==> config.mk <==
export PLATFORM = sky130hd
export DESIGN_NAME = wsid_decoder
export DESIGN_NICKNAME = d
export VERILOG_FILES = /design/src/rtl/wsid_pkg.sv /design/src/rtl/wsid_decoder.sv /design/src/rtl/wsid_mem.sv /design/src/rtl/wsid_fifo.sv
export VERILOG_INCLUDE_DIRS = /design/src /design/src/rtl
export SDC_FILE = /design/constraint.sdc
export NUM_CORES = 2
export LEC_CHECK = 0
export BUFFER_PORTS_ARGS = -buffer_cell sky130_fd_sc_hd__buf_2
export CAP_MARGIN = 20
export CORE_ASPECT_RATIO = 1.2
export CORE_MARGIN = 2
export CORE_UTILIZATION = 30
export CTS_CLUSTER_DIAMETER = 30
export DETAILED_ROUTE_END_ITERATION = 10
export PLACE_DENSITY = 0.54
export SLEW_MARGIN = 20
export SYNTH_ARGS = -nofsm -noshare
export SYNTH_HDL_FRONTEND = slang
export SYNTH_SLANG_ARGS = --single-unit
==> constraint.sdc <==
create_clock -name core_clk_i -period 7.08 [get_ports core_clk_i]
set_input_delay 0.708 -clock core_clk_i [delete_from_list [all_inputs] [get_ports core_clk_i]]
set_output_delay 0.708 -clock core_clk_i [all_outputs]
set_load 0.03 [all_outputs]
==> src/rtl/wsid_map.svh <==
/*
  Constants of the weight stream index decoder: field limits, chunk
  sizes and queue depths. Assumes inclusion by the decoder's files only.
*/
`ifndef WSID_MAP_SVH
`define WSID_MAP_SVH

`define WSID_IDX_W          9
`define WSID_Q_DEPTH        32
`define WSID_Q_AW           5
`define WSID_PAL_DEPTH      32
`define WSID_FIFO_DEPTH     4
`define WSID_ITEM_W         17
`define WSID_WQ_W           5
`define WSID_ZQ_W           16
`define WSID_PER_CHUNK      4'hc
`define WSID_PER_CHUNK_WIDE 4'h8
`define WSID_UNC_NARROW     4'h5
`define WSID_ALT_LIMIT      3'h4
`define WSID_WDIV_UNC       3'h7
`define WSID_ZDIV_OFF       3'h6
`define WSID_TRUNC_MAX      5'h2
`define WSID_PBITS_BIAS     4'h2
`define WSID_BAL_HI         17'sh8
`define WSID_BAL_LO         17'sh0

`endif

==> src/rtl/wsid_pkg.sv <==
/*
  Types of the weight stream index decoder.
  Assumes wsid_map.svh supplies the numeric constants.
*/
package wsid_pkg;

  typedef enum logic [3:0] {
    ST_IDLE,
    ST_CHUNK,
    ST_WQ,
    ST_ZQ,
    ST_REM_SEL,
    ST_REM_FETCH,
    ST_REM_BITS,
    ST_MAP_WAIT,
    ST_OUT
  } wsid_state_e;

endpackage

==> src/rtl/wsid_decoder.sv <==
/*
  Weight stream index decoder: parses chunks of quotients and pipelined
  remainders for one slice, maps indices to signed weights and emits
  weights and zero runs. Assumes the slice header is parsed outside and
  handed in on slice_start_i, and the palette is written beforehand.
*/
`timescale 1ns/1ns
`include "wsid_map.svh"

// Overview of operation
// - Each weight index is an unsigned 9-bit value, 0 to 511.
// - Index below table entry count selects stored table entry.
// - Otherwise coded weight is index minus entry count plus direct offset.
// - Coded weight is sign-magnitude: bit 0 negative, magnitude is value shifted right.
// - Rice index is quotient shifted by exponent ORed with remainder bits.
// - Untruncated quotient is a run of ones ended by one zero.
// - Truncated quotient: 0 is zero, 10 is one, 11 is two.
// - Uncompressed width is ceil(log2(entry count)), or precision when table empty.
// - Alternating zero-run mode is on when run exponent is below 4.
// - Alternating output: leading run on reload, then weight and run alternately.
// - Slice has count weights and count runs, plus one on reload.
// - Runs are Rice coded with unbounded unary quotient.
// - A chunk holds 0 to 12 indices and 0 to 12 runs.
// - Balance 8 or more: runs only; below 0: indices only; else both.
// - Remainders of one chunk's quotients come in the next chunk.
// - Chunks continue until expected counts and pending remainders are done.
// - Weight divisor 0 to 5 is a Rice exponent, 7 means uncompressed.
// - Run exponent 6 disables zero-run coding for the slice.
// - Without reload, offset, count, precision and table entries are kept.
module wsid_decoder
  import wsid_pkg::*;
(
  // Clock and reset
  input  wire logic        core_clk_i,
  input  wire logic        rst_b_i,
  // Slice header
  input  wire logic        slice_start_i,
  output logic             slice_ready_o,
  input  wire logic [14:0] slicelen_i,
  input  wire logic [2:0]  wdiv_i,
  input  wire logic        wtrunc_i,
  input  wire logic        newpal_i,
  input  wire logic [2:0]  zdiv_i,
  input  wire logic [4:0]  dirofs_i,
  input  wire logic [4:0]  palsize_i,
  input  wire logic [2:0]  palbits_i,
  // Palette load
  input  wire logic        pal_wr_i,
  input  wire logic [4:0]  pal_addr_i,
  input  wire logic [8:0]  pal_data_i,
  // Bit stream
  input  wire logic        bit_i,
  input  wire logic        bit_valid_i,
  output logic             bit_ready_o,
  // Decoded items
  output logic             out_valid_o,
  input  wire logic        out_ready_i,
  output logic             out_is_run_o,
  output logic [15:0]      out_value_o
);

  wsid_state_e  st_reg;
  logic [15:0]  wcnt_reg;
  logic [15:0]  zcnt_reg;
  logic [2:0]   wdiv_reg;
  logic         wtrunc_reg;
  logic [2:0]   zdiv_reg;
  logic [4:0]   dirofs_reg;
  logic [5:0]   psize_reg;
  logic [3:0]   pbits_reg;
  logic [15:0]  wq_i_reg;
  logic [15:0]  zq_i_reg;
  logic [3:0]   chunk_n_reg;
  logic [15:0]  q_reg;
  logic         w_en_reg;
  logic         z_en_reg;
  logic [4:0]   w_wr_reg;
  logic [4:0]   w_rd_reg;
  logic [4:0]   w_mark_reg;
  logic [4:0]   z_wr_reg;
  logic [4:0]   z_rd_reg;
  logic [4:0]   z_mark_reg;
  logic         kind_run_reg;
  logic         expect_run_reg;
  logic [3:0]   rem_left_reg;
  logic [15:0]  acc_reg;
  logic [16:0]  val_reg;

  logic         alt_w;
  logic         unc_w;
  logic [3:0]   ubits_w;
  logic [3:0]   rbits_w;
  logic [3:0]   w_lim_w;
  logic signed [16:0] balance_w;
  logic         w_go_w;
  logic         z_go_w;
  logic         bit_take_w;
  logic         w_done_w;
  logic [4:0]   w_qval_w;
  logic         z_done_w;
  logic         w_pend_w;
  logic         z_pend_w;
  logic         pick_run_w;
  logic [4:0]   wq_rdata_w;
  logic [15:0]  zq_rdata_w;
  logic [8:0]   pal_rdata_w;
  logic [8:0]   idx_w;
  logic         pal_hit_w;
  logic [9:0]   tmp_w;
  logic [15:0]  wval_w;
  logic         fifo_in_ready_w;
  logic         fifo_push_w;
  logic [16:0]  fifo_out_w;

  function automatic logic [3:0] ceil_log2(input logic [5:0] n);
    logic [3:0] r;
    r = 4'h0;
    for (int i = 0; i < 6; i++)
    begin
      if ((6'h1 << i) < n)
      begin
        r = 4'(i + 1);
      end
    end
    return r;
  endfunction

  assign alt_w    = (zdiv_reg < `WSID_ALT_LIMIT);
  assign unc_w    = (wdiv_reg == `WSID_WDIV_UNC);
  assign ubits_w  = (psize_reg != 6'h0) ? ceil_log2(psize_reg) : pbits_reg;
  assign rbits_w  = unc_w ? ubits_w : {1'b0, wdiv_reg};
  assign w_lim_w  = (unc_w && ubits_w > `WSID_UNC_NARROW) ? `WSID_PER_CHUNK_WIDE
                                                          : `WSID_PER_CHUNK;
  assign balance_w = $signed({1'b0, wq_i_reg}) - $signed({1'b0, zq_i_reg});

  // Per-phase gating from the flags latched at chunk start
  assign w_go_w = (st_reg == ST_WQ) && w_en_reg && (chunk_n_reg < w_lim_w)
                  && (wq_i_reg < wcnt_reg);
  assign z_go_w = (st_reg == ST_ZQ) && z_en_reg && (chunk_n_reg < `WSID_PER_CHUNK)
                  && (zq_i_reg < zcnt_reg);

  assign bit_ready_o = (w_go_w && !unc_w) || z_go_w
                       || ((st_reg == ST_REM_BITS) && (rem_left_reg != 4'h0));
  assign bit_take_w  = bit_ready_o && bit_valid_i;

  // Index quotient complete: a zero, or the second one when truncated
  assign w_done_w = w_go_w && (unc_w || (bit_take_w && (!bit_i
                    || (wtrunc_reg && q_reg[4:0] == `WSID_TRUNC_MAX - 5'h1))));
  assign w_qval_w = (unc_w || !bit_i) ? q_reg[4:0] : q_reg[4:0] + 5'h1;
  assign z_done_w = z_go_w && bit_take_w && !bit_i;

  assign w_pend_w   = (w_rd_reg != w_mark_reg);
  assign z_pend_w   = (z_rd_reg != z_mark_reg);
  assign pick_run_w = z_pend_w && (expect_run_reg || !w_pend_w);

  // Index mapping through the table or directly
  assign idx_w     = acc_reg[8:0];
  assign pal_hit_w = ({3'h0, psize_reg} > idx_w);
  assign tmp_w     = pal_hit_w ? {1'b0, pal_rdata_w}
                               : {1'b0, idx_w} - {4'h0, psize_reg} + {5'h0, dirofs_reg};
  assign wval_w    = tmp_w[0] ? -{7'h0, tmp_w[9:1]} : {7'h0, tmp_w[9:1]};

  assign fifo_push_w   = (st_reg == ST_OUT);
  assign slice_ready_o = (st_reg == ST_IDLE);
  assign out_is_run_o  = fifo_out_w[16];
  assign out_value_o   = fifo_out_w[15:0];

  always_ff @(posedge core_clk_i)
  begin
    if (!rst_b_i)
    begin
      st_reg         <= ST_IDLE;
      wcnt_reg       <= 16'h0;
      zcnt_reg       <= 16'h0;
      wdiv_reg       <= 3'h0;
      wtrunc_reg     <= 1'b0;
      zdiv_reg       <= `WSID_ZDIV_OFF;
      dirofs_reg     <= 5'h0;
      psize_reg      <= 6'h0;
      pbits_reg      <= `WSID_PBITS_BIAS;
      wq_i_reg       <= 16'h0;
      zq_i_reg       <= 16'h0;
      chunk_n_reg    <= 4'h0;
      q_reg          <= 16'h0;
      w_en_reg       <= 1'b0;
      z_en_reg       <= 1'b0;
      w_wr_reg       <= 5'h0;
      w_rd_reg       <= 5'h0;
      w_mark_reg     <= 5'h0;
      z_wr_reg       <= 5'h0;
      z_rd_reg       <= 5'h0;
      z_mark_reg     <= 5'h0;
      kind_run_reg   <= 1'b0;
      expect_run_reg <= 1'b0;
      rem_left_reg   <= 4'h0;
      acc_reg        <= 16'h0;
      val_reg        <= 17'h0;
    end
    else
    begin
      unique case (st_reg)
        ST_IDLE:
        begin
          if (slice_start_i)
          begin
            wcnt_reg   <= {1'b0, slicelen_i} + 16'h1;
            zcnt_reg   <= {1'b0, slicelen_i} + 16'h1 + {15'h0, newpal_i};
            wdiv_reg   <= wdiv_i;
            wtrunc_reg <= wtrunc_i;
            zdiv_reg   <= zdiv_i;
            wq_i_reg   <= 16'h0;
            zq_i_reg   <= 16'h0;
            // Table parameters only reload with a new table
            if (newpal_i)
            begin
              dirofs_reg     <= dirofs_i;
              psize_reg      <= (palsize_i == 5'h0) ? 6'h0 : {1'b0, palsize_i} + 6'h1;
              pbits_reg      <= {1'b0, palbits_i} + `WSID_PBITS_BIAS;
              expect_run_reg <= (zdiv_i < `WSID_ALT_LIMIT);
            end
            st_reg <= ST_CHUNK;
          end
        end
        ST_CHUNK:
        begin
          w_en_reg    <= (balance_w < `WSID_BAL_HI || !alt_w) && (wq_i_reg < wcnt_reg);
          z_en_reg    <= (balance_w >= `WSID_BAL_LO) && alt_w && (zq_i_reg < zcnt_reg);
          w_mark_reg  <= w_wr_reg;
          z_mark_reg  <= z_wr_reg;
          chunk_n_reg <= 4'h0;
          q_reg       <= 16'h0;
          // Slice ends only when nothing is left to parse or finish
          if (wq_i_reg == wcnt_reg && (zq_i_reg == zcnt_reg || !alt_w)
              && w_wr_reg == w_rd_reg && z_wr_reg == z_rd_reg)
          begin
            st_reg <= ST_IDLE;
          end
          else
          begin
            st_reg <= ST_WQ;
          end
        end
        ST_WQ:
        begin
          if (!w_go_w)
          begin
            chunk_n_reg <= 4'h0;
            q_reg       <= 16'h0;
            st_reg      <= ST_ZQ;
          end
          else if (w_done_w)
          begin
            w_wr_reg    <= w_wr_reg + 5'h1;
            wq_i_reg    <= wq_i_reg + 16'h1;
            chunk_n_reg <= chunk_n_reg + 4'h1;
            q_reg       <= 16'h0;
          end
          else if (bit_take_w)
          begin
            q_reg <= q_reg + 16'h1;
          end
        end
        ST_ZQ:
        begin
          if (!z_go_w)
          begin
            st_reg <= ST_REM_SEL;
          end
          else if (z_done_w)
          begin
            z_wr_reg    <= z_wr_reg + 5'h1;
            zq_i_reg    <= zq_i_reg + 16'h1;
            chunk_n_reg <= chunk_n_reg + 4'h1;
            q_reg       <= 16'h0;
          end
          else if (bit_take_w)
          begin
            q_reg <= q_reg + 16'h1;
          end
        end
        ST_REM_SEL:
        begin
          if (!w_pend_w && !z_pend_w)
          begin
            st_reg <= ST_CHUNK;
          end
          else
          begin
            kind_run_reg <= pick_run_w;
            st_reg       <= ST_REM_FETCH;
          end
        end
        ST_REM_FETCH:
        begin
          if (kind_run_reg)
          begin
            acc_reg      <= zq_rdata_w;
            rem_left_reg <= {1'b0, zdiv_reg};
            z_rd_reg     <= z_rd_reg + 5'h1;
          end
          else
          begin
            acc_reg      <= {11'h0, wq_rdata_w};
            rem_left_reg <= rbits_w;
            w_rd_reg     <= w_rd_reg + 5'h1;
          end
          st_reg <= ST_REM_BITS;
        end
        ST_REM_BITS:
        begin
          if (rem_left_reg == 4'h0)
          begin
            if (kind_run_reg)
            begin
              val_reg        <= {1'b1, acc_reg};
              expect_run_reg <= 1'b0;
              st_reg         <= ST_OUT;
            end
            else
            begin
              st_reg <= ST_MAP_WAIT;
            end
          end
          else if (bit_take_w)
          begin
            acc_reg      <= {acc_reg[14:0], bit_i};
            rem_left_reg <= rem_left_reg - 4'h1;
          end
        end
        ST_MAP_WAIT:
        begin
          val_reg        <= {1'b0, wval_w};
          expect_run_reg <= alt_w;
          st_reg         <= ST_OUT;
        end
        ST_OUT:
        begin
          // Full FIFO holds the decoder here and so stops bit intake
          if (fifo_in_ready_w)
          begin
            st_reg <= ST_REM_SEL;
          end
        end
      endcase
    end
  end

  wsid_mem #(.W(`WSID_WQ_W), .D(`WSID_Q_DEPTH), .AW(`WSID_Q_AW)) u_wq_mem (
    .core_clk_i (core_clk_i),
    .we_i       (w_done_w),
    .waddr_i    (w_wr_reg),
    .wdata_i    (w_qval_w),
    .raddr_i    (w_rd_reg),
    .rdata_o    (wq_rdata_w)
  );

  wsid_mem #(.W(`WSID_ZQ_W), .D(`WSID_Q_DEPTH), .AW(`WSID_Q_AW)) u_zq_mem (
    .core_clk_i (core_clk_i),
    .we_i       (z_done_w),
    .waddr_i    (z_wr_reg),
    .wdata_i    (q_reg),
    .raddr_i    (z_rd_reg),
    .rdata_o    (zq_rdata_w)
  );

  wsid_mem #(.W(`WSID_IDX_W), .D(`WSID_PAL_DEPTH), .AW(`WSID_Q_AW)) u_pal_mem (
    .core_clk_i (core_clk_i),
    .we_i       (pal_wr_i),
    .waddr_i    (pal_addr_i),
    .wdata_i    (pal_data_i),
    .raddr_i    (idx_w[4:0]),
    .rdata_o    (pal_rdata_w)
  );

  wsid_fifo #(.W(`WSID_ITEM_W), .D(`WSID_FIFO_DEPTH)) u_out_fifo (
    .core_clk_i  (core_clk_i),
    .rst_b_i     (rst_b_i),
    .in_valid_i  (fifo_push_w),
    .in_ready_o  (fifo_in_ready_w),
    .in_data_i   (val_reg),
    .out_valid_o (out_valid_o),
    .out_ready_i (out_ready_i),
    .out_data_o  (fifo_out_w)
  );

  trunc_quotient_a: assert property (@(posedge core_clk_i) disable iff (!rst_b_i)
    (w_done_w && wtrunc_reg && !unc_w) |-> (w_qval_w <= `WSID_TRUNC_MAX))
    else $error("truncated quotient above two");

  run_only_alt_a: assert property (@(posedge core_clk_i) disable iff (!rst_b_i)
    (fifo_push_w && val_reg[16]) |-> (zdiv_reg < `WSID_ALT_LIMIT))
    else $error("zero run emitted outside alternating mode");

  balance_gate_a: assert property (@(posedge core_clk_i) disable iff (!rst_b_i)
    (st_reg == ST_CHUNK && alt_w && balance_w >= `WSID_BAL_HI) |=> !w_en_reg)
    else $error("indices enabled with balance of eight or more");

  chunk_limit_a: assert property (@(posedge core_clk_i) disable iff (!rst_b_i)
    (st_reg == ST_WQ || st_reg == ST_ZQ) |-> (chunk_n_reg <= `WSID_PER_CHUNK))
    else $error("more than twelve values in one chunk");

  output_hold_a: assert property (@(posedge core_clk_i) disable iff (!rst_b_i)
    (out_valid_o && !out_ready_i) |=> (out_valid_o && $stable(out_value_o)))
    else $error("output changed while stalled");

  weight_count_a: assert property (@(posedge core_clk_i) disable iff (!rst_b_i)
    (st_reg != ST_IDLE) |-> (wq_i_reg <= wcnt_reg && zq_i_reg <= zcnt_reg))
    else $error("more values parsed than the slice holds");

  chunk_mark_a: assert property (@(posedge core_clk_i) disable iff (!rst_b_i)
    (st_reg == ST_CHUNK) |=> (w_mark_reg == $past(w_wr_reg) && z_mark_reg == $past(z_wr_reg)))
    else $error("pending quotient mark not taken at chunk start");

  sign_map_a: assert property (@(posedge core_clk_i) disable iff (!rst_b_i)
    (st_reg == ST_MAP_WAIT) |=> (val_reg[15] == ($past(tmp_w[0]) && $past(tmp_w[9:1]) != 9'h0)))
    else $error("weight sign does not follow coded bit 0");

endmodule // wsid_decoder

==> src/rtl/wsid_mem.sv <==
/*
  Small one-write one-read memory with registered read data.
  Assumes one clock; read data show the word addressed one cycle earlier.
*/
`timescale 1ns/1ns
module wsid_mem #(
  parameter int W  = 9,
  parameter int D  = 32,
  parameter int AW = 5
) (
  // Clock
  input  wire logic          core_clk_i,
  // Write side
  input  wire logic          we_i,
  input  wire logic [AW-1:0] waddr_i,
  input  wire logic [W-1:0]  wdata_i,
  // Read side
  input  wire logic [AW-1:0] raddr_i,
  output logic      [W-1:0]  rdata_o
);

  logic [W-1:0] mem_reg [D];

  // No reset on storage; contents are always written before being read
  always_ff @(posedge core_clk_i)
  begin
    if (we_i)
    begin
      mem_reg[waddr_i] <= wdata_i;
    end
    rdata_o <= mem_reg[raddr_i];
  end

endmodule // wsid_mem

==> src/rtl/wsid_fifo.sv <==
/*
  Output FIFO with valid/ready on both sides.
  Assumes one clock and a synchronous active-low reset.
*/
`timescale 1ns/1ns
module wsid_fifo #(
  parameter int W = 17,
  parameter int D = 4
) (
  // Clock and reset
  input  wire logic         core_clk_i,
  input  wire logic         rst_b_i,
  // Fill side
  input  wire logic         in_valid_i,
  output logic              in_ready_o,
  input  wire logic [W-1:0] in_data_i,
  // Drain side
  output logic              out_valid_o,
  input  wire logic         out_ready_i,
  output logic      [W-1:0] out_data_o
);

  localparam int AW = $clog2(D);

  logic [W-1:0]  mem_reg [D];
  logic [AW:0]   wr_reg;
  logic [AW:0]   rd_reg;
  logic          full_w;
  logic          empty_w;
  logic          push_w;
  logic          pop_w;

  assign full_w      = (wr_reg[AW] != rd_reg[AW]) && (wr_reg[AW-1:0] == rd_reg[AW-1:0]);
  assign empty_w     = (wr_reg == rd_reg);
  assign in_ready_o  = !full_w;
  assign out_valid_o = !empty_w;
  assign push_w      = in_valid_i && !full_w;
  assign pop_w       = out_ready_i && !empty_w;
  assign out_data_o  = mem_reg[rd_reg[AW-1:0]];

  always_ff @(posedge core_clk_i)
  begin
    if (!rst_b_i)
    begin
      wr_reg <= '0;
      rd_reg <= '0;
    end
    else
    begin
      if (push_w)
      begin
        mem_reg[wr_reg[AW-1:0]] <= in_data_i;
        wr_reg                  <= wr_reg + 1'b1;
      end
      if (pop_w)
      begin
        rd_reg <= rd_reg + 1'b1;
      end
    end
  end

endmodule // wsid_fifo

==> results.py <==
metrics = {
    "floorplanning": {
        "die_width_um": 383,
        "die-area_um2": 176000,
        "start_util": 0.301,
        "rows": 167,
        "die_h_um": 459,
        "ioPinCount": 77,
        "core_area_um2": 172000,
    },
    "synthesis": {
        "syn_nets": 3315,
        "synth_cell_types": 79,
        "yosys-top-cells-area": "edfxtp_1 60%, mux4_2 14%, dfxtp_1 8.5%, ha_1 2.3%, nor2_1 1.8%",
        "synth_area_um2": 51800,
        "synth-main-ff-cell": "edfxtp_1",
        "synth_seq_area_share": 0.680,
        "yosys_register_bits": 1247,
        "synth_top_cell_area_share": 0.596,
        "yosysTopAreaCell": "edfxtp_1",
        "yosys_warnings": 0,
        "synth_area_per_cell_um2": 16.4,
        "synth_edf_count": 1028,
        "syn_inst": 3159,
        "async_flop_share": 0,
    },
    "timing": {
        "max_freq_mhz": 227,
        "timing.final.crit_share": 0.621,
        "slew_headroom": 0.281,
        "finalCriticalPeriod_ps": 4400,
        "fin_ws_ps": 2680,
        "worst_pin_slew_ps": 1080,
        "setup_violations": 0,
        "finalHoldViolCount": 0,
        "slew_viol_final": 0,
        "fin_tns_setup_ps": 0,
        "fin_skew_ps": 95.6,
        "holdWs_ps": 109,
        "rsz0062_at_grt": "false",
    },
    "clocking": {
        "clockBufferDepth": 3,
        "cts-resized-gates": 0,
        "cts_sinks": 1247,
        "cts_tree": "done",
        "clk_latency_ps": 850,
        "cts-hold-fix-buffers": 0,
        "cts_setup_buffers": 0,
        "h-tree-depth": 4,
        "cts.clk_slew.worst_paths_ps": 50,
        "cts_root_buffer": "clkbuf_16",
        "cts-buffers-inserted": 220,
    },
    "drt": {
        "drt-initial-drc-count": 1933,
        "wl_mm": 126,
        "drt_first_pass_iters": 7,
        "routed-wl-met3_mm": 6.38,
        "via_per_inst": 4.82,
        "ant_nets": 0,
        "route.detailed.drc": 0,
        "avgRoutedWirePerCell_um": 21.7,
        "met1_length_mm": 54.5,
        "vias": 28100,
        "routed.top_layer": "met5",
        "route.met2.wl_mm": 62.5,
    },
    "setup_path": {
        "slowest_stage": "nor3_1",
        "cpPeakStageDelay_ps": 920,
        "crit_chain": "ha_1 -> a21oi_1 -> o22ai_1 -> nor2_1 -> o21ai_0 -> nor3_1 -> a211o_4 -> buf_2",
        "path_max_fanout": 17,
        "critPathArrivalTime_ps": 3690,
        "startpoint": "zq_i_reg[9]$_SDFFE_PN0P_",
        "crit_type": "reg2out",
        "startpoint_type": "register",
        "endpoint_kind": "primary output",
        "cp.required_ps": 6370,
        "r2r_start": "acc_reg[1]$_SDFFE_PN0P_",
    },
    "placement": {
        "routabilityCongestion": 0.777,
        "dp_hpwl_mm": 79.4,
        "portBuffers": 76,
        "pre_cts_ws_ps": 3160,
    },
    "layout": {
        "fin_nets": 3503,
        "largest_reg_flops": 512,
        "layout-drive-gt1-share": 0.259,
        "syn_to_final_growth_pct": 21.5,
        "mostFrequentLayoutCells": "1,028 x edfxtp_1, 317 x mux4_2, 227 x nand2_1, 220 x clkbuf_16, 213 x nor2_1",
        "final_common_cell": "edfxtp_1",
        "fillCellCount": 16000,
    },
    "grt": {
        "grt_util_all_layers": 0.142,
        "grt-ovfl-total": 0,
        "grt_pass1_vias": 28700,
        "antenna_found_initial": 10,
        "grt_first_pass_wirelength_mm": 188,
        "grt_max_degree": 134,
    },
    "power": {
        "powerDensity_nw_per_um2": 312,
        "leakagePower_nw": 20.9,
        "ir_drop_uv": 221,
    },
    "flow_run": {
        "drv_cap": 0,
    },
    "run_status": {
        "status": "finished clean",
    },
    "worst_hold_path": {
        "hold_path_class": "in2reg",
        "min-delay-start": "palbits_i[1]",
    },
}
[layer usage]
layer | vias to the layer above | global-route usage
met5 | - | 0
met4 | 10 | 0.0418
met3 | 183 | 0.0288
met2 | 702 | 0.238
met1 | 14400 | 0.185
li1 | 12800 | -
[per-stage QoR]
step / power [mW] / instances / util / instance area [µm²]
floorplan: 8.59 / 3159 / - / 51800
global placement: 8.82 / 5405 / 0.319 / 55000
detailed placement: 8.83 / 5405 / 0.319 / 55000
CTS: 19.9 / 5822 / 0.365 / 62900
global route: 20.3 / 5824 / 0.366 / 62900
finish: 19.7 / 5826 / 0.366 / 62900
[Yosys cell counts (all sizes together) (3+ instances only)]
master  count
o21a        6
o2111a      3
dfxtp     219
or4         7
a21boi     25
or3        13
fa          5
nand4      32
o21ai      71
xnor2      62
nor3b       5
or3b        5
mux2i      25
a221oi      6
nor4       14
buf        43
nor2b      19
xor2       50
nor3       35
nand3      85
o211ai     26
clkbuf    110
a211o       5
and4        3
and3       15
edfxtp   1028
ha         94
nand3b     13
nor2      243
a22oi      10
inv       104
or2         5
a31oi      19
o211a      13
nand2b     10
o31ai       5
mux2       23
a21oi      71
nand2     227
mux4      317
a311oi      7
and2       27
a21o        9
a211oi     16
[report_power, final]
group,internal [mW],total [mW],switching [mW]
logic,0.256,0.690,0.434
clock network,7.04,11.0,3.95
registers,7.94,7.99,0.0538
total,15.2,19.7,4.43
[final timing paths]
kind	slack [ps]	endpoint	cells past startpoint
min reg2reg	460	w_mark_reg[3]$_SDFFE_PN0P_	2
min	110	pbits_reg[1]$_SDFFE_PN1P_	2
max reg2reg	3190	val_reg[13]$_SDFFE_PN0P_	13
max	2680	bit_ready_o	8
[kinds of logic (layout without fill, tap and decap cells)]
kind of cell | Yosys count | after routing | share of synthesized area
flip-flops | 1247 | 1247 | 0.680
AND/OR/NAND/NOR | 763 | 763 | 0.0689
multiplexers | 365 | 365 | 0.148
AO/OA/AOI/OAI | 316 | 316 | 0.0406
buffers and inverters | 257 | 640 | 0.0189
XOR/XNOR | 112 | 112 | 0.0189
adder cells (fa/ha/maj) | 99 | 99 | 0.0246
other | 0 | 3 | 0
[critical path: cells and delay by family (launching register included)]
kind | cells | cell delay, ps
DFF | 1 | 410
and+or+nand+nor | 2 | 1030
adders and majority gates | 1 | 280
buffers and inverters | 1 | 290
AOI/OAI and AO/OA | 4 | 870
[cell type report]
class,count,area (µm²),area share
tap,2281,2850,0.0453
inverter,104,390,0.00620
clock inverter,174,2310,0.0367
antenna,3,7.51,0.000119
clock buffer,243,5640,0.0896
sequential,1247,35300,0.561
multi-input combinational,1655,15700,0.250
timing repair buffer,119,731,0.0116
No activity file was read; power rests on OpenSTA's default activity.
